==> config.mk <==
export PLATFORM = sky130hd
export DESIGN_NAME = cable_modem_burst_flat
export DESIGN_NICKNAME = d
export VERILOG_FILES = /design/src/common/upstream_pkg.sv /design/src/common/upstream_link_if.sv /design/src/logic/cable_modem_burst.sv /design/src/flat_wrapper.sv
export VERILOG_INCLUDE_DIRS = /design/src /design/src/common
export SDC_FILE = /design/constraint.sdc
export NUM_CORES = 2
export LEC_CHECK = 0
export BUFFER_PORTS_ARGS = -buffer_cell sky130_fd_sc_hd__buf_4
export CAP_MARGIN = 10
export CORE_MARGIN = 2
export CORE_UTILIZATION = 55
export CTS_CLUSTER_DIAMETER = 150
export DETAILED_ROUTE_END_ITERATION = 10
export MAX_ROUTING_LAYER = met4
export PLACE_DENSITY = 0.72
export SETUP_SLACK_MARGIN = 0.05
export SYNTH_ARGS = -nofsm -noshare
export SYNTH_HDL_FRONTEND = slang
export SYNTH_SLANG_ARGS = --single-unit
==> constraint.sdc <==
create_clock -name clk -period 28.1 [get_ports clk]
set_input_delay 4.215 -clock clk [delete_from_list [all_inputs] [get_ports clk]]
set_output_delay 4.215 -clock clk [all_outputs]
set_load 0.02 [all_outputs]
==> src/common/upstream_cfg.svh <==
// timing counts, limits and reset values for the upstream burst timing pair
// What this block does
// - launch each burst its ranging advance before its granted time
// - accept and use any descriptor burst profile
// - ranging offset 16 bits, 1/64 tick units
// - negative adjustment lowers offset, later launch
// - head-end sends corrections in 1/64 tick units
// - correction applied with one-cycle timing resolution
// - offset frequency within 32 kHz, 1 Hz steps
// - variable grant length 1 to 255 mini-slots
// - hold 64 four-byte equalizer coefficients
// - profile switches need no gap unless parameters change
// - rate, offset, ranging, modulation need 96 symbols
// - channel change needs 96 symbols plus 100 ms
// - power change needs 96 symbols plus 5/10 us
// - changes only while no burst energy pending
// - head-end widens guard by negative adjustment
// - power level 8 to 55/58 dBmV, 1 dB
// - round power steps, halfway picks smaller step
`ifndef UPSTREAM_CFG_SVH
`define UPSTREAM_CFG_SVH
`define CLK_HZ 50000000
`define CLK_MHZ (`CLK_HZ / 1000000)
`define GAP_SYMS 96
`define PWR_SMALL_NS 5000
`define PWR_LARGE_NS 10000
`define CHAN_MS 100
`define PWR_SMALL_CYC ((`PWR_SMALL_NS * `CLK_MHZ + 999) / 1000)
`define PWR_LARGE_CYC ((`PWR_LARGE_NS * `CLK_MHZ + 999) / 1000)
`define CHAN_CYC (`CHAN_MS * (`CLK_HZ / 1000))
`define RNG_TICK_NS 6250
`define RNG_DIV 64
`define RNG_NUM (`RNG_TICK_NS * `CLK_MHZ)
`define RNG_DEN (1000 * `RNG_DIV)
`define RNG_MAX 65535
`define PWR_MIN 8
`define PWR_MAX_QAM16 55
`define PWR_MAX_QPSK 58
`define PWR_RST 8
`define FOFS_MAX 32000
`define NPROF 16
`define NEQ 64
`define SYM_RATE_0 2560000
`define SYM_RATE_1 1280000
`define SYM_RATE_2 640000
`define SYM_RATE_3 320000
`define SYM_RATE_4 160000
`define TS_PERIOD 1024
`endif

==> src/common/upstream_pkg.sv <==
// types shared by both ends of the upstream link
`include "upstream_cfg.svh"
package upstream_pkg;
  typedef enum logic {MOD_QPSK = 1'b0, MOD_QAM16 = 1'b1} mod_t;
  typedef enum logic [1:0] {ST_IDLE = 2'b00, ST_BURST = 2'b01} tx_state_t;
  typedef logic [2:0] rate_t;

  // least whole cycles per symbol; unknown codes fall back to the slowest
  function automatic logic [9:0] sym_cycles(input rate_t r);
    case (r)
      3'h0: sym_cycles = 10'((`CLK_HZ + `SYM_RATE_0 - 1) / `SYM_RATE_0);
      3'h1: sym_cycles = 10'((`CLK_HZ + `SYM_RATE_1 - 1) / `SYM_RATE_1);
      3'h2: sym_cycles = 10'((`CLK_HZ + `SYM_RATE_2 - 1) / `SYM_RATE_2);
      3'h3: sym_cycles = 10'((`CLK_HZ + `SYM_RATE_3 - 1) / `SYM_RATE_3);
      default: sym_cycles = 10'((`CLK_HZ + `SYM_RATE_4 - 1) / `SYM_RATE_4);
    endcase
  endfunction
endpackage

==> src/common/upstream_link_if.sv <==
// link between the head-end scheduler and the cable modem burst timer
`timescale 1ns/1ps
`default_nettype none
interface upstream_link_if;
  logic ts_valid;
  logic [31:0] ts_time;
  logic ucd_valid;
  upstream_pkg::rate_t ucd_rate;
  logic [15:0] ucd_slot_cyc;
  logic [3:0] ucd_prof_idx;
  upstream_pkg::mod_t ucd_prof_mod;
  logic grant_valid;
  logic [31:0] grant_time;
  logic [7:0] grant_len;
  logic [3:0] grant_prof;
  logic rng_valid;
  logic signed [15:0] rng_adj;
  logic pwr_valid;
  logic pwr_abs;
  logic signed [9:0] pwr_val;
  logic fofs_valid;
  logic signed [16:0] fofs_hz;
  logic chan_valid;
  logic [31:0] chan_hz;
  logic eq_valid;
  logic [5:0] eq_idx;
  logic [31:0] eq_coef;
  logic burst_on;

  modport head_end (
    output ts_valid, ts_time, ucd_valid, ucd_rate, ucd_slot_cyc,
    output ucd_prof_idx, ucd_prof_mod, grant_valid, grant_time,
    output grant_len, grant_prof, rng_valid, rng_adj, pwr_valid,
    output pwr_abs, pwr_val, fofs_valid, fofs_hz, chan_valid, chan_hz,
    output eq_valid, eq_idx, eq_coef,
    input burst_on
  );
  modport modem (
    input ts_valid, ts_time, ucd_valid, ucd_rate, ucd_slot_cyc,
    input ucd_prof_idx, ucd_prof_mod, grant_valid, grant_time,
    input grant_len, grant_prof, rng_valid, rng_adj, pwr_valid,
    input pwr_abs, pwr_val, fofs_valid, fofs_hz, chan_valid, chan_hz,
    input eq_valid, eq_idx, eq_coef,
    output burst_on
  );
endinterface
`default_nettype wire

==> src/logic/cable_modem_burst.sv <==
// cable modem end: burst launch timing, ranging advance and change gating
`timescale 1ns/1ps
`default_nettype none
`include "upstream_cfg.svh"
module cable_modem_burst #(
  parameter int CHAN_CYC = `CHAN_CYC
) (
  input wire logic clk,
  input wire logic rst_b,
  upstream_link_if.modem link,
  input wire logic [5:0] eq_rd_idx,
  output logic tx_on,
  output logic [3:0] tx_prof,
  output upstream_pkg::mod_t tx_mod,
  output upstream_pkg::rate_t tx_rate,
  output logic [5:0] tx_power,
  output logic signed [16:0] tx_fofs,
  output logic [31:0] tx_chan,
  output logic [15:0] tx_rng,
  output logic tx_skip,
  output logic change_held,
  output logic [31:0] eq_rd_data
);
  // descriptor profiles and equalizer taps, written straight from the link
  upstream_pkg::mod_t prof_mod [`NPROF];
  logic [31:0] eq_mem [`NEQ];
  logic [15:0] slot_cyc;

  always_ff @(posedge clk) begin
    if (link.ucd_valid) begin
      prof_mod[link.ucd_prof_idx] <= link.ucd_prof_mod;
    end
    if (link.eq_valid) begin
      eq_mem[link.eq_idx] <= link.eq_coef;
    end
  end

  always_ff @(posedge clk or negedge rst_b) begin
    if (!rst_b) begin
      slot_cyc <= 16'h0001;
      eq_rd_data <= 32'h0;
    end else begin
      if (link.ucd_valid && link.ucd_slot_cyc != 16'h0) begin
        slot_cyc <= link.ucd_slot_cyc;
      end
      eq_rd_data <= eq_mem[eq_rd_idx];
    end
  end

  upstream_pkg::tx_state_t state, next_state;
  logic [31:0] now, next_now, g_time, next_g_time;
  logic [7:0] g_len, next_g_len;
  logic [3:0] g_prof, next_g_prof, next_tx_prof;
  logic g_full, next_g_full, next_tx_on, next_tx_skip;
  logic [23:0] burst_cnt, next_burst_cnt, gap_cnt, next_gap_cnt;
  upstream_pkg::mod_t next_tx_mod;
  upstream_pkg::rate_t next_tx_rate, p_rate, next_p_rate;
  logic [5:0] next_tx_power, p_pwr, next_p_pwr;
  logic signed [16:0] next_tx_fofs, p_fofs, next_p_fofs;
  logic [31:0] next_tx_chan, p_chan, next_p_chan;
  logic [15:0] next_tx_rng, p_rng, next_p_rng;
  logic f_pwr, f_big, f_fofs, f_rng, f_chan, f_rate;
  logic next_f_pwr, next_f_big, next_f_fofs, next_f_rng, next_f_chan;
  logic next_f_rate;

  // helpers for the launch decision and the command arithmetic
  logic [19:0] adv;
  logic [23:0] need, gap96;
  logic [31:0] lead;
  logic mod_chg, due, ok, sym_chg;
  logic [5:0] pbase, pmax, plim;
  logic signed [9:0] preq;
  logic [9:0] pmag;
  logic [7:0] pstep;
  logic signed [8:0] psum;
  logic signed [17:0] rsum;
  logic signed [16:0] fcl;
  upstream_pkg::mod_t gmod;

  // advance in cycles from the offset in force; one cycle is finer
  // than any symbol, so no extra rounding is needed
  assign adv = 20'(({24'h0, tx_rng} * 40'(`RNG_NUM)) / 40'(`RNG_DEN));
  assign gap96 = 24'(upstream_pkg::sym_cycles(tx_rate)) * 24'(`GAP_SYMS);
  assign lead = now + 32'(adv);
  assign gmod = prof_mod[g_prof];

  always_comb begin
    next_now = link.ts_valid ? link.ts_time : now + 32'h1;
    next_state = state;
    next_g_full = g_full;
    next_g_time = g_time;
    next_g_len = g_len;
    next_g_prof = g_prof;
    next_burst_cnt = burst_cnt;
    next_gap_cnt = gap_cnt;
    next_tx_on = tx_on;
    next_tx_prof = tx_prof;
    next_tx_mod = tx_mod;
    next_tx_rate = tx_rate;
    next_tx_power = tx_power;
    next_tx_fofs = tx_fofs;
    next_tx_chan = tx_chan;
    next_tx_rng = tx_rng;
    next_tx_skip = 1'b0;
    next_p_rate = p_rate;
    next_p_pwr = p_pwr;
    next_p_fofs = p_fofs;
    next_p_chan = p_chan;
    next_p_rng = p_rng;
    next_f_pwr = f_pwr;
    next_f_big = f_big;
    next_f_fofs = f_fofs;
    next_f_rng = f_rng;
    next_f_chan = f_chan;
    next_f_rate = f_rate;
    // idle cycles since the last burst, this cycle included
    if (state == upstream_pkg::ST_BURST) begin
      next_gap_cnt = 24'h1;
    end else if (gap_cnt != 24'hffffff) begin
      next_gap_cnt = gap_cnt + 24'h1;
    end
    // required gap for whatever is pending plus a modulation change
    mod_chg = (gmod != tx_mod);
    sym_chg = f_rng | f_fofs | f_rate | mod_chg | f_pwr | f_chan;
    need = sym_chg ? gap96 : 24'h0;
    if (f_chan) begin
      need = need + 24'(CHAN_CYC);
    end else if (f_pwr) begin
      need = need + (f_big ? 24'(`PWR_LARGE_CYC) : 24'(`PWR_SMALL_CYC));
    end
    due = $signed(lead - g_time) >= 0;
    ok = gap_cnt >= need;
    pmax = (gmod == upstream_pkg::MOD_QAM16) ? 6'(`PWR_MAX_QAM16)
                                             : 6'(`PWR_MAX_QPSK);
    plim = f_pwr ? p_pwr : tx_power;
    if (plim > pmax) begin
      plim = pmax;
    end
    case (state)
      upstream_pkg::ST_IDLE: begin
        if (g_full && due) begin
          next_g_full = 1'b0;
          if (ok) begin
            // settings change only inside an adequate idle gap
            next_tx_rate = f_rate ? p_rate : tx_rate;
            next_tx_power = plim;
            next_tx_fofs = f_fofs ? p_fofs : tx_fofs;
            next_tx_chan = f_chan ? p_chan : tx_chan;
            next_tx_rng = f_rng ? p_rng : tx_rng;
            next_f_rate = 1'b0;
            next_f_pwr = 1'b0;
            next_f_big = 1'b0;
            next_f_fofs = 1'b0;
            next_f_chan = 1'b0;
            next_f_rng = 1'b0;
          end
          if (ok || !mod_chg) begin
            // without a gap the burst goes out on the settings in force
            next_tx_on = 1'b1;
            next_tx_prof = g_prof;
            next_tx_mod = gmod;
            next_burst_cnt = 24'(g_len) * 24'(slot_cyc);
            next_state = upstream_pkg::ST_BURST;
          end else begin
            next_tx_skip = 1'b1;
          end
        end
      end
      upstream_pkg::ST_BURST: begin
        next_burst_cnt = burst_cnt - 24'h1;
        if (burst_cnt <= 24'h1) begin
          next_tx_on = 1'b0;
          next_state = upstream_pkg::ST_IDLE;
        end
      end
      default: begin
        next_state = upstream_pkg::ST_IDLE;
        next_tx_on = 1'b0;
      end
    endcase
    // one grant waits at a time; a zero length is not a grant
    if (link.grant_valid && !g_full && link.grant_len != 8'h0) begin
      next_g_full = 1'b1;
      next_g_time = link.grant_time;
      next_g_len = link.grant_len;
      next_g_prof = link.grant_prof;
    end
    // new commands land after the apply above, so a set wins the clear
    pbase = f_pwr ? p_pwr : tx_power;
    preq = link.pwr_abs ? link.pwr_val - $signed({2'b00, pbase, 2'b00})
                        : link.pwr_val;
    pmag = preq[9] ? 10'(-preq) : 10'(preq);
    pstep = 8'((pmag + 10'h1) >> 2);
    psum = preq[9] ? $signed({3'b000, pbase}) - $signed({1'b0, pstep})
                   : $signed({3'b000, pbase}) + $signed({1'b0, pstep});
    if (link.pwr_valid) begin
      next_f_pwr = 1'b1;
      next_f_big = (f_big & f_pwr) | (pstep > 8'h1);
      if (psum < 9'sd`PWR_MIN) begin
        next_p_pwr = 6'(`PWR_MIN);
      end else if (psum > 9'sd`PWR_MAX_QPSK) begin
        next_p_pwr = 6'(`PWR_MAX_QPSK);
      end else begin
        next_p_pwr = psum[5:0];
      end
    end
    rsum = $signed({2'b00, f_rng ? p_rng : tx_rng}) + 18'(link.rng_adj);
    if (link.rng_valid) begin
      next_f_rng = 1'b1;
      if (rsum < 0) begin
        next_p_rng = 16'h0;
      end else if (rsum > 18'sd`RNG_MAX) begin
        next_p_rng = 16'hffff;
      end else begin
        next_p_rng = rsum[15:0];
      end
    end
    fcl = link.fofs_hz;
    if (fcl > 17'sd`FOFS_MAX) begin
      fcl = 17'sd`FOFS_MAX;
    end else if (fcl < -17'sd`FOFS_MAX) begin
      fcl = -17'sd`FOFS_MAX;
    end
    if (link.fofs_valid) begin
      next_f_fofs = 1'b1;
      next_p_fofs = fcl;
    end
    if (link.chan_valid) begin
      next_f_chan = 1'b1;
      next_p_chan = link.chan_hz;
    end
    if (link.ucd_valid && link.ucd_rate != tx_rate) begin
      next_f_rate = 1'b1;
      next_p_rate = link.ucd_rate;
    end
  end

  // register stage; first burst after reset sees an unlimited gap
  always_ff @(posedge clk or negedge rst_b) begin
    if (!rst_b) begin
      state <= upstream_pkg::ST_IDLE;
      now <= 32'h0;
      g_full <= 1'b0;
      g_time <= 32'h0;
      g_len <= 8'h0;
      g_prof <= 4'h0;
      burst_cnt <= 24'h0;
      gap_cnt <= 24'hffffff;
      tx_on <= 1'b0;
      tx_prof <= 4'h0;
      tx_mod <= upstream_pkg::MOD_QPSK;
      tx_rate <= 3'h0;
      tx_power <= 6'(`PWR_RST);
      tx_fofs <= 17'sh0;
      tx_chan <= 32'h0;
      tx_rng <= 16'h0;
      tx_skip <= 1'b0;
      change_held <= 1'b0;
      p_rate <= 3'h0;
      p_pwr <= 6'(`PWR_RST);
      p_fofs <= 17'sh0;
      p_chan <= 32'h0;
      p_rng <= 16'h0;
      f_pwr <= 1'b0;
      f_big <= 1'b0;
      f_fofs <= 1'b0;
      f_rng <= 1'b0;
      f_chan <= 1'b0;
      f_rate <= 1'b0;
      link.burst_on <= 1'b0;
    end else begin
      state <= next_state;
      now <= next_now;
      g_full <= next_g_full;
      g_time <= next_g_time;
      g_len <= next_g_len;
      g_prof <= next_g_prof;
      burst_cnt <= next_burst_cnt;
      gap_cnt <= next_gap_cnt;
      tx_on <= next_tx_on;
      tx_prof <= next_tx_prof;
      tx_mod <= next_tx_mod;
      tx_rate <= next_tx_rate;
      tx_power <= next_tx_power;
      tx_fofs <= next_tx_fofs;
      tx_chan <= next_tx_chan;
      tx_rng <= next_tx_rng;
      tx_skip <= next_tx_skip;
      change_held <= next_f_pwr | next_f_fofs | next_f_rng | next_f_chan |
                     next_f_rate;
      p_rate <= next_p_rate;
      p_pwr <= next_p_pwr;
      p_fofs <= next_p_fofs;
      p_chan <= next_p_chan;
      p_rng <= next_p_rng;
      f_pwr <= next_f_pwr;
      f_big <= next_f_big;
      f_fofs <= next_f_fofs;
      f_rng <= next_f_rng;
      f_chan <= next_f_chan;
      f_rate <= next_f_rate;
      link.burst_on <= next_tx_on;
    end
  end
endmodule
`default_nettype wire

==> src/flat_wrapper.sv <==
// flat-port wrapper written by rule: the top's interface ports become plain ports
module cable_modem_burst_flat 
#(
  parameter int CHAN_CYC = `CHAN_CYC
)
  (clk, rst_b, eq_rd_idx, tx_on, tx_prof, tx_mod, tx_rate, tx_power, tx_fofs, tx_chan, tx_rng, tx_skip, change_held, eq_rd_data, link_ts_valid, link_ts_time, link_ucd_valid, link_ucd_rate, link_ucd_slot_cyc, link_ucd_prof_idx, link_ucd_prof_mod, link_grant_valid, link_grant_time, link_grant_len, link_grant_prof, link_rng_valid, link_rng_adj, link_pwr_valid, link_pwr_abs, link_pwr_val, link_fofs_valid, link_fofs_hz, link_chan_valid, link_chan_hz, link_eq_valid, link_eq_idx, link_eq_coef, link_burst_on);
  upstream_link_if link_i ();
  input wire logic clk;
  input wire logic rst_b;
  input wire logic [5:0] eq_rd_idx;
  output logic tx_on;
  output logic [3:0] tx_prof;
  output upstream_pkg::mod_t tx_mod;
  output upstream_pkg::rate_t tx_rate;
  output logic [5:0] tx_power;
  output logic signed [16:0] tx_fofs;
  output logic [31:0] tx_chan;
  output logic [15:0] tx_rng;
  output logic tx_skip;
  output logic change_held;
  output logic [31:0] eq_rd_data;
  input wire logic [$bits(link_i.ts_valid)-1:0] link_ts_valid;
  input wire logic [$bits(link_i.ts_time)-1:0] link_ts_time;
  input wire logic [$bits(link_i.ucd_valid)-1:0] link_ucd_valid;
  input wire logic [$bits(link_i.ucd_rate)-1:0] link_ucd_rate;
  input wire logic [$bits(link_i.ucd_slot_cyc)-1:0] link_ucd_slot_cyc;
  input wire logic [$bits(link_i.ucd_prof_idx)-1:0] link_ucd_prof_idx;
  input wire logic [$bits(link_i.ucd_prof_mod)-1:0] link_ucd_prof_mod;
  input wire logic [$bits(link_i.grant_valid)-1:0] link_grant_valid;
  input wire logic [$bits(link_i.grant_time)-1:0] link_grant_time;
  input wire logic [$bits(link_i.grant_len)-1:0] link_grant_len;
  input wire logic [$bits(link_i.grant_prof)-1:0] link_grant_prof;
  input wire logic [$bits(link_i.rng_valid)-1:0] link_rng_valid;
  input wire logic [$bits(link_i.rng_adj)-1:0] link_rng_adj;
  input wire logic [$bits(link_i.pwr_valid)-1:0] link_pwr_valid;
  input wire logic [$bits(link_i.pwr_abs)-1:0] link_pwr_abs;
  input wire logic [$bits(link_i.pwr_val)-1:0] link_pwr_val;
  input wire logic [$bits(link_i.fofs_valid)-1:0] link_fofs_valid;
  input wire logic [$bits(link_i.fofs_hz)-1:0] link_fofs_hz;
  input wire logic [$bits(link_i.chan_valid)-1:0] link_chan_valid;
  input wire logic [$bits(link_i.chan_hz)-1:0] link_chan_hz;
  input wire logic [$bits(link_i.eq_valid)-1:0] link_eq_valid;
  input wire logic [$bits(link_i.eq_idx)-1:0] link_eq_idx;
  input wire logic [$bits(link_i.eq_coef)-1:0] link_eq_coef;
  output wire logic [$bits(link_i.burst_on)-1:0] link_burst_on;
  assign link_i.ts_valid = link_ts_valid;
  assign link_i.ts_time = link_ts_time;
  assign link_i.ucd_valid = link_ucd_valid;
  assign link_i.ucd_rate = link_ucd_rate;
  assign link_i.ucd_slot_cyc = link_ucd_slot_cyc;
  assign link_i.ucd_prof_idx = link_ucd_prof_idx;
  assign link_i.ucd_prof_mod = link_ucd_prof_mod;
  assign link_i.grant_valid = link_grant_valid;
  assign link_i.grant_time = link_grant_time;
  assign link_i.grant_len = link_grant_len;
  assign link_i.grant_prof = link_grant_prof;
  assign link_i.rng_valid = link_rng_valid;
  assign link_i.rng_adj = link_rng_adj;
  assign link_i.pwr_valid = link_pwr_valid;
  assign link_i.pwr_abs = link_pwr_abs;
  assign link_i.pwr_val = link_pwr_val;
  assign link_i.fofs_valid = link_fofs_valid;
  assign link_i.fofs_hz = link_fofs_hz;
  assign link_i.chan_valid = link_chan_valid;
  assign link_i.chan_hz = link_chan_hz;
  assign link_i.eq_valid = link_eq_valid;
  assign link_i.eq_idx = link_eq_idx;
  assign link_i.eq_coef = link_eq_coef;
  assign link_burst_on = link_i.burst_on;
  cable_modem_burst #(.CHAN_CYC(CHAN_CYC)) u_core (.clk(clk), .rst_b(rst_b), .link(link_i), .eq_rd_idx(eq_rd_idx), .tx_on(tx_on), .tx_prof(tx_prof), .tx_mod(tx_mod), .tx_rate(tx_rate), .tx_power(tx_power), .tx_fofs(tx_fofs), .tx_chan(tx_chan), .tx_rng(tx_rng), .tx_skip(tx_skip), .change_held(change_held), .eq_rd_data(eq_rd_data));
endmodule
After elaboration in Yosys (flattened, before gate mapping)
Memories as Yosys holds them, arrays and structs flattened. A register that Yosys moved wholly into a read port is not among the register bits.
Index checks and enable logic that the tools add are counted.
{"block": "totals", "elab_cells": 176, "reg_bits": 305, "out_inout_bits": 115, "rom_bits": 0, "latch_bits": 0, "n_memories": 2, "in_bits": 230, "ramBits": 2064}
{"block": "classes", "magnitude_cmp": 11, "div_mod_pow": 1, "n_reduce_logical": 29, "muxes": 66, "eq_ne": 10, "shift": 0, "mul": 3, "n_addsub": 13, "bitwise": 11}
{"memory": "u_core.eq_mem", "words": 64, "word_bits": 32, "read_ports": 1, "rd_clocked_by_memory_dff": 1, "wr": 1, "line_no": "cable_modem_burst.sv:26", "text": "logic [31:0] eq_mem [`NEQ];"}
{"memory": "u_core.prof_mod", "words": 16, "word_bits": 1, "read_ports": 1, "rd_clocked_by_memory_dff": 0, "wr": 1, "line_no": "cable_modem_burst.sv:25", "text": "upstream_pkg::mod_t prof_mod [`NPROF];"}
{"operator": "$mux W24", "count": 6}
{"operator": "$mux W17", "count": 3}
{"operator": "$mux W16", "count": 3}
{"operator": "$pmux W24 S2", "count": 1}
{"operator": "$div A35 B16 Y40 const B", "count": 1}
{"operator": "$mux W1", "count": 37}
{"operator": "$pmux W9 S4", "count": 1}
{"operator": "$mul A16 B17 Y33 const B", "count": 1}
{"operator": "$add A32 B1 Y32 const B", "count": 1}
{"operator": "$add A32 B20 Y32", "count": 1}
{"operator": "$ge A32 B1 Y1 const B", "count": 1}
{"operator": "$mux W32", "count": 1}
{"operator": "$sub A32 B32 Y32", "count": 1}
{"operator": "$add A24 B1 Y24 const B", "count": 1}
{"operator": "$add A24 B23 Y24 const B", "count": 1}
{"operator": "$add A24 B24 Y24", "count": 1}
{"operator": "$ge A24 B24 Y1", "count": 1}
{"operator": "$le A24 B1 Y1 const B", "count": 1}
{"operator": "$mul A8 B16 Y24", "count": 1}
{"operator": "$mux W6", "count": 4}
{"operator": "$ne A24 B24 Y1 const B", "count": 1}
{"operator": "$sub A24 B1 Y24 const B", "count": 1}
{"operator": "$mux W10", "count": 2}
{"operator": "$add A17 B16 Y18", "count": 1}
{"operator": "39 further kinds", "count": 71}

Depth between registers and ports, before layout
{"block": "logic_depth", "word_depth": 18, "mapped_depth": 119, "mapped_depth_nobuf": 109}

Least setup slack after synthesis
Ideal clock, no wire load.
{"block": "synth_timing", "path_kind": "flip-flop to flip-flop", "start": "register u_core.tx_rng[14]", "end": "register u_core.tx_fofs[12]", "n_path_buf": 8, "setup_time_ns": 0.125, "synth_period_minus_slack_ns": 23.077, "required_ns": 27.975, "stages_incl_launch_ff": 114, "t_arrival_ns": 22.953, "slack_ns": 5.023, "path_cell_list": "dfrtp_1 inv_1 ha_1 inv_1 fa_1 fa_1 inv_1 fa_1 inv_1 fa_1 inv_1 fa_1 inv_1 ha_1 buf_2 a21oi_1 o21ai_0 nor3_1 [... 78 more ...] nand2b_1 a21oi_1 nor2b_1 o21ai_0 nand2b_1 a21oi_1 nor2b_1 o21ai_0 nand2b_1 a21oi_1 xnor2_1 nand3b_1 or2_2 clkbuf_1 inv_1 nand2_1 clkbuf_1 mux2_2"}
{"block": "synth_via", "elab_chain_cells": 7}
{"item": "from (decl)", "line_no": "cable_modem_burst.sv:19", "text": "output logic [15:0] tx_rng,"}
{"item": "from (signal assigned)", "line_no": "cable_modem_burst.sv:287", "text": "tx_rng <= next_tx_rng;"}
{"item": "$mul A16 B17 Y33", "line_no": "cable_modem_burst.sv:82", "text": "assign adv = 20'(({24'h0, tx_rng} * 40'(`RNG_NUM)) / 40'(`RNG_DEN));"}
{"item": "$div A35 B16 Y40", "line_no": "cable_modem_burst.sv:82"}
{"item": "$add A32 B20 Y32", "line_no": "cable_modem_burst.sv:84", "text": "assign lead = now + 32'(adv);"}
{"item": "$sub A32 B32 Y32", "line_no": "cable_modem_burst.sv:131", "text": "due = $signed(lead - g_time) >= 0;"}
{"item": "$ge A32 B1 Y1", "line_no": "cable_modem_burst.sv:131"}
{"item": "$logic_and A1 B1 Y1", "line_no": "cable_modem_burst.sv:141", "text": "if (g_full && due) begin"}
{"item": "$reduce_and A4 Y1 (no line)"}
{"item": "to (signal assigned)", "line_no": "cable_modem_burst.sv:285", "text": "tx_fofs <= next_tx_fofs;"}
{"item": "to (decl)", "line_no": "cable_modem_burst.sv:17", "text": "output logic signed [16:0] tx_fofs,"}
Every way passes these cells.
A chain may end at the register's enable or synchronous reset.

Worst setup path after layout
{"block": "layout_timing", "start": "register u_core.tx_rng[14]", "end": "register u_core.tx_chan[26]"}
{"block": "layout_via", "elab_chain_cells": 7}
{"item": "$mul A16 B17 Y33", "line_no": "cable_modem_burst.sv:82"}
{"item": "$div A35 B16 Y40", "line_no": "cable_modem_burst.sv:82"}
{"item": "$add A32 B20 Y32", "line_no": "cable_modem_burst.sv:84"}
{"item": "$sub A32 B32 Y32", "line_no": "cable_modem_burst.sv:131"}
{"item": "$ge A32 B1 Y1", "line_no": "cable_modem_burst.sv:131"}
{"item": "$logic_and A1 B1 Y1", "line_no": "cable_modem_burst.sv:141"}
{"item": "$reduce_and A4 Y1 (no line)"}
{"item": "to (signal assigned)", "line_no": "cable_modem_burst.sv:286", "text": "tx_chan <= next_tx_chan;"}
{"item": "to (decl)", "line_no": "cable_modem_burst.sv:18", "text": "output logic [31:0] tx_chan,"}
Every way passes these cells.

==> run summary <==
Max Root-Sink Buffers: 3
WHS Path Cells: 2
Share of layout cells above drive strength 1: 24.8%
Ys flop type: edfxtp_1
Die span in y: 453 um
Reg area: 0.0704 mm2
Pin count of the biggest net entering global routing: 151
Grt ovf: 0
Post-synthesis sequential area ratio: 63.4%
Clk sinks: 2399
Synthesized cell area: 0.111 mm2
HP Class: flop to flop
FP Rows: 164
R2R setup slack: 2.06 ns
Most Frequent Cell on Critical Path: a21oi_1
First-pass GRT wire length: 401000 um
TritonCTS buffer count: 234
CP peak stage delay: 0.58 ns
Routed Antenna Nets: 0
TNS Setup: 0 ns
Number of I/O port buffers: 344
First-pass DRT Iterations: 5
Hold Fails Final Rpt: 0
Hold path endpoint: u_core.tx_fofs[0]$_DFFE_PN0P_
Lkg Pwr: 44.0 nW
CP startpoint kind: flop
Register bit total from synthesis: 2399
Measured slew at the worst slew-check pin: 1.45 ns
GPL Wtd Cong: 0.907
Gate Count Post-Synth: 6661
Clk pwr share: 33.3%
Initial Util: 55.5%
H-tree level count: 4
Average cell area after synthesis: 16.7 um2
Worst-path clk slew: 0.06 ns
P_int: 0.00670 W
WL/cell: 27.0 um
Synth Warn #: 0
Vias: 62003
Number of fill cells: 14116
Vias per std cell: 6.25
Pwr Density: 74.7 mW/mm2
Buffers and inverters on the worst path: 10
CP Data Arrival Time: 26.75 ns
Critical path class: flop to flop
Final core area utilization: 62.4%
Drt drc: 0
Design Area, Final: 0.125 mm2
Initial DRC Count: 6244
Outcome: finished with violations
Initial antenna violation count: 22
Die area: 0.206 mm2
R2R depth: 106
Fin crit period: 26.04 ns
Area after DPL: 0.117 mm2
Achievable clock frequency: 0.0384 GHz
HPWL after DPL: 162000 um
IO Count: 345
Die X: 453 um
Fin. max-slew vios: 0
Reg power frac: 43.7%
Layout area overhead: 12.4%
RR Endpoint: u_core.tx_chan[26]$_DFFE_PN0P_
CTS tree: yes
Placed cell count: 9467
Sw frac: 28.2%
Failing checks: max-capacitance violations
Required @ worst endpoint: 28.82 ns
Fin cells: 9922
# setup viols final: 0
Unique masters post-synth: 136
Worst r2r src: u_core.tx_rng[14]$_DFFE_PN0P_
Vias in the first global route: 62958
Critical path's top delay family: compound AO/OA/AOI/OAI gates
Switching power: 0.00263 W
Max Cap Viol: 1
Clock Skew: 0.0906 ns
RSZ-0062 raised after global routing: false
CP Capture Type: flop
GRT Total Usage: 26.9%
Final WL: 268000 um
Root Driver: clkbuf_16
VDD IR max: 0.000145 V
Post-route clock period utilization: 92.7%
Combinational share of power: 23.0%
Place WS: 1.21 ns
Final worst setup slack: 2.06 ns
Mapped Nets: 7364
FFs w/ async S/R, synth: 14.0%
Worst-path fanout max: 32
Crit path max-delay cell type: or3b_1
Worst slew margin: 0.982%
Clock insertion delay at the later pin of the skew report: 0.88 ns
Number of synthesized flops with an enable pin: 2064
Final layout net count: 7752
Multi-input logic area: 0.0387 mm2
CORE AREA: 0.200 mm2
Worst min-delay path startpoint: u_core.tx_fofs[0]$_DFFE_PN0P_
## kinds of logic after synthesis
logic type	Yosys count	share of synthesized area [%]
muxes	846	15.4
other	1	0.00338
AOI/OAI and AO/OA	913	5.67
and+or+nand+nor	1141	5.02
xor gates and xnor gates	218	1.73
adders and majority gates	476	6.52
buffers and inverters	667	2.31
DFF	2399	63.4
## worst reg2reg max path: cells and delay by family (launching register included)
family / cells / cell delay, ns
AOI/OAI and AO/OA: 50 / 12.15
xor gates and xnor gates: 2 / 0.30
adders and majority gates: 9 / 4.10
buffers and inverters: 10 / 1.33
DFF: 1 / 0.51
muxes: 4 / 1.64
and+or+nand+nor: 31 / 5.91
## cell usage in the layout (no fill, tap or decap), types with 28 or more instances in the layout
master and instances:
or3_1 32, nor3_1 66, nand3_1 93, clkbuf_1 53
o21ai_0 234, edfxtp_1 2064, and3_1 28, dfrtp_1 307
a21o_1 55, a31oi_1 41, o21bai_1 32, clkbuf_16 235
mux2_2 142, ha_1 300, nor2_4 62, o21ai_1 31
nor2b_1 50, clkinv_1 57, fa_1 173, nand4_1 32
xor2_1 86, mux4_2 673, and2_1 73, a21oi_1 178
buf_4 437, inv_1 366, nor2_1 211, nand2_1 338
xnor2_1 130, clkinv_2 37, a211oi_1 52, nand2b_1 40
## registers in the layout, summed over array words and instances, names as in the netlist, 24 cells and up
register           flops
u_core.p_chan         32
u_core.g_time         32
u_core.burst_cnt      24
u_core.now            32
u_core.gap_cnt        24
u_core.eq_rd_data     32
u_core.eq_mem       2048
u_core.tx_chan        32
## final cells by class
| class | instances | area share, % |
|---|---|---|
| Antenna cell | 10 | 0.0200 |
| Timing Repair Buffer | 447 | 2.76 |
| Inverter | 371 | 1.11 |
| Multi-Input combinational cell | 3596 | 31.0 |
| Clock inverter | 145 | 1.16 |
| Clock buffer | 298 | 4.98 |
| Sequential cell | 2399 | 56.3 |
| Tap cell | 2656 | 2.66 |
## worst max path at each step
stage                             startpoint                        endpoint  slack (ns)  depth (start not counted)
4_1_cts        u_core.tx_rng[14]$_DFFE_PN0P_  u_core.tx_fofs[12]$_DFFE_PN0P_        1.11                        103
2_1_floorplan  u_core.tx_rng[14]$_DFFE_PN0P_  u_core.tx_fofs[12]$_DFFE_PN0P_        5.02                        113
5_1_grt        u_core.tx_rng[14]$_DFFE_PN0P_   u_core.tx_chan[6]$_DFFE_PN0P_        0.07                        105
6_report       u_core.tx_rng[14]$_DFFE_PN0P_  u_core.tx_chan[26]$_DFFE_PN0P_        2.06                        106
3_5_place_dp   u_core.tx_rng[14]$_DFFE_PN0P_  u_core.tx_fofs[12]$_DFFE_PN0P_        1.21                        103
3_3_place_gp   u_core.tx_rng[14]$_DFFE_PN0P_   u_core.tx_fofs[8]$_DFFE_PN0P_        1.71                        103
## repair_timing
action | 4_1_cts | 5_1_grt
endpoints found under the setup margin | 0 | 110
resized for setup | 0 | 9
buffers inserted | 0 | 1
hold buffers | 0 | 0
## per-stage QoR
step	hold slack [ns]	total power (W)
floorplan	0.467	0.00578
detailed placement	0.471	0.00632
global placement	0.465	0.00628
finish	0.479	0.00934
global route	0.510	0.00988
CTS	0.484	0.00943
## synthesized netlist by cell type (50+ instances only)
cell type / count / share of area (%)
edfxtp_1: 2064 / 56
mux4_2: 673 / 14
inv_1: 366 / 1.2
nand2_1: 339 / 1.1
dfrtp_1: 308 / 6.9
ha_1: 300 / 3.4
nor2_1: 274 / 0.93
o21ai_0: 235 / 1.1
clkbuf_1: 204 / 0.69
a21oi_1: 179 / 0.81
fa_1: 173 / 3.1
mux2_2: 142 / 1.4
xnor2_1: 130 / 1.0
nand3_1: 93 / 0.42
xor2_1: 86 / 0.68
and2_1: 73 / 0.41
nor3_1: 68 / 0.31
buf_1: 64 / 0.22
a21o_1: 55 / 0.37
a211oi_1: 52 / 0.35
nor2b_1: 50 / 0.28
## routing by layer
layer,vias to the layer above,track usage [%],wire length [um]
met3,421,3.54,17700
li1,26870,-,-
met2,2538,44.4,137000
met4,0,7.62,7560
met1,32174,35.4,105000
met5,-,-,0
## power groups by stage
| stage | Sequential, W | Combinational (W) | Clock [W] |
|---|---|---|---|
| floorplan | 0.00411 | 0.00167 | 0 |
| global placement | 0.00415 | 0.00213 | 0 |
| detailed placement | 0.00415 | 0.00217 | 0 |
| CTS | 0.00408 | 0.00219 | 0.00316 |
| global route | 0.00409 | 0.00250 | 0.00329 |
| finish | 0.00408 | 0.00215 | 0.00311 |
No activity file was read; power rests on OpenSTA's default activity.
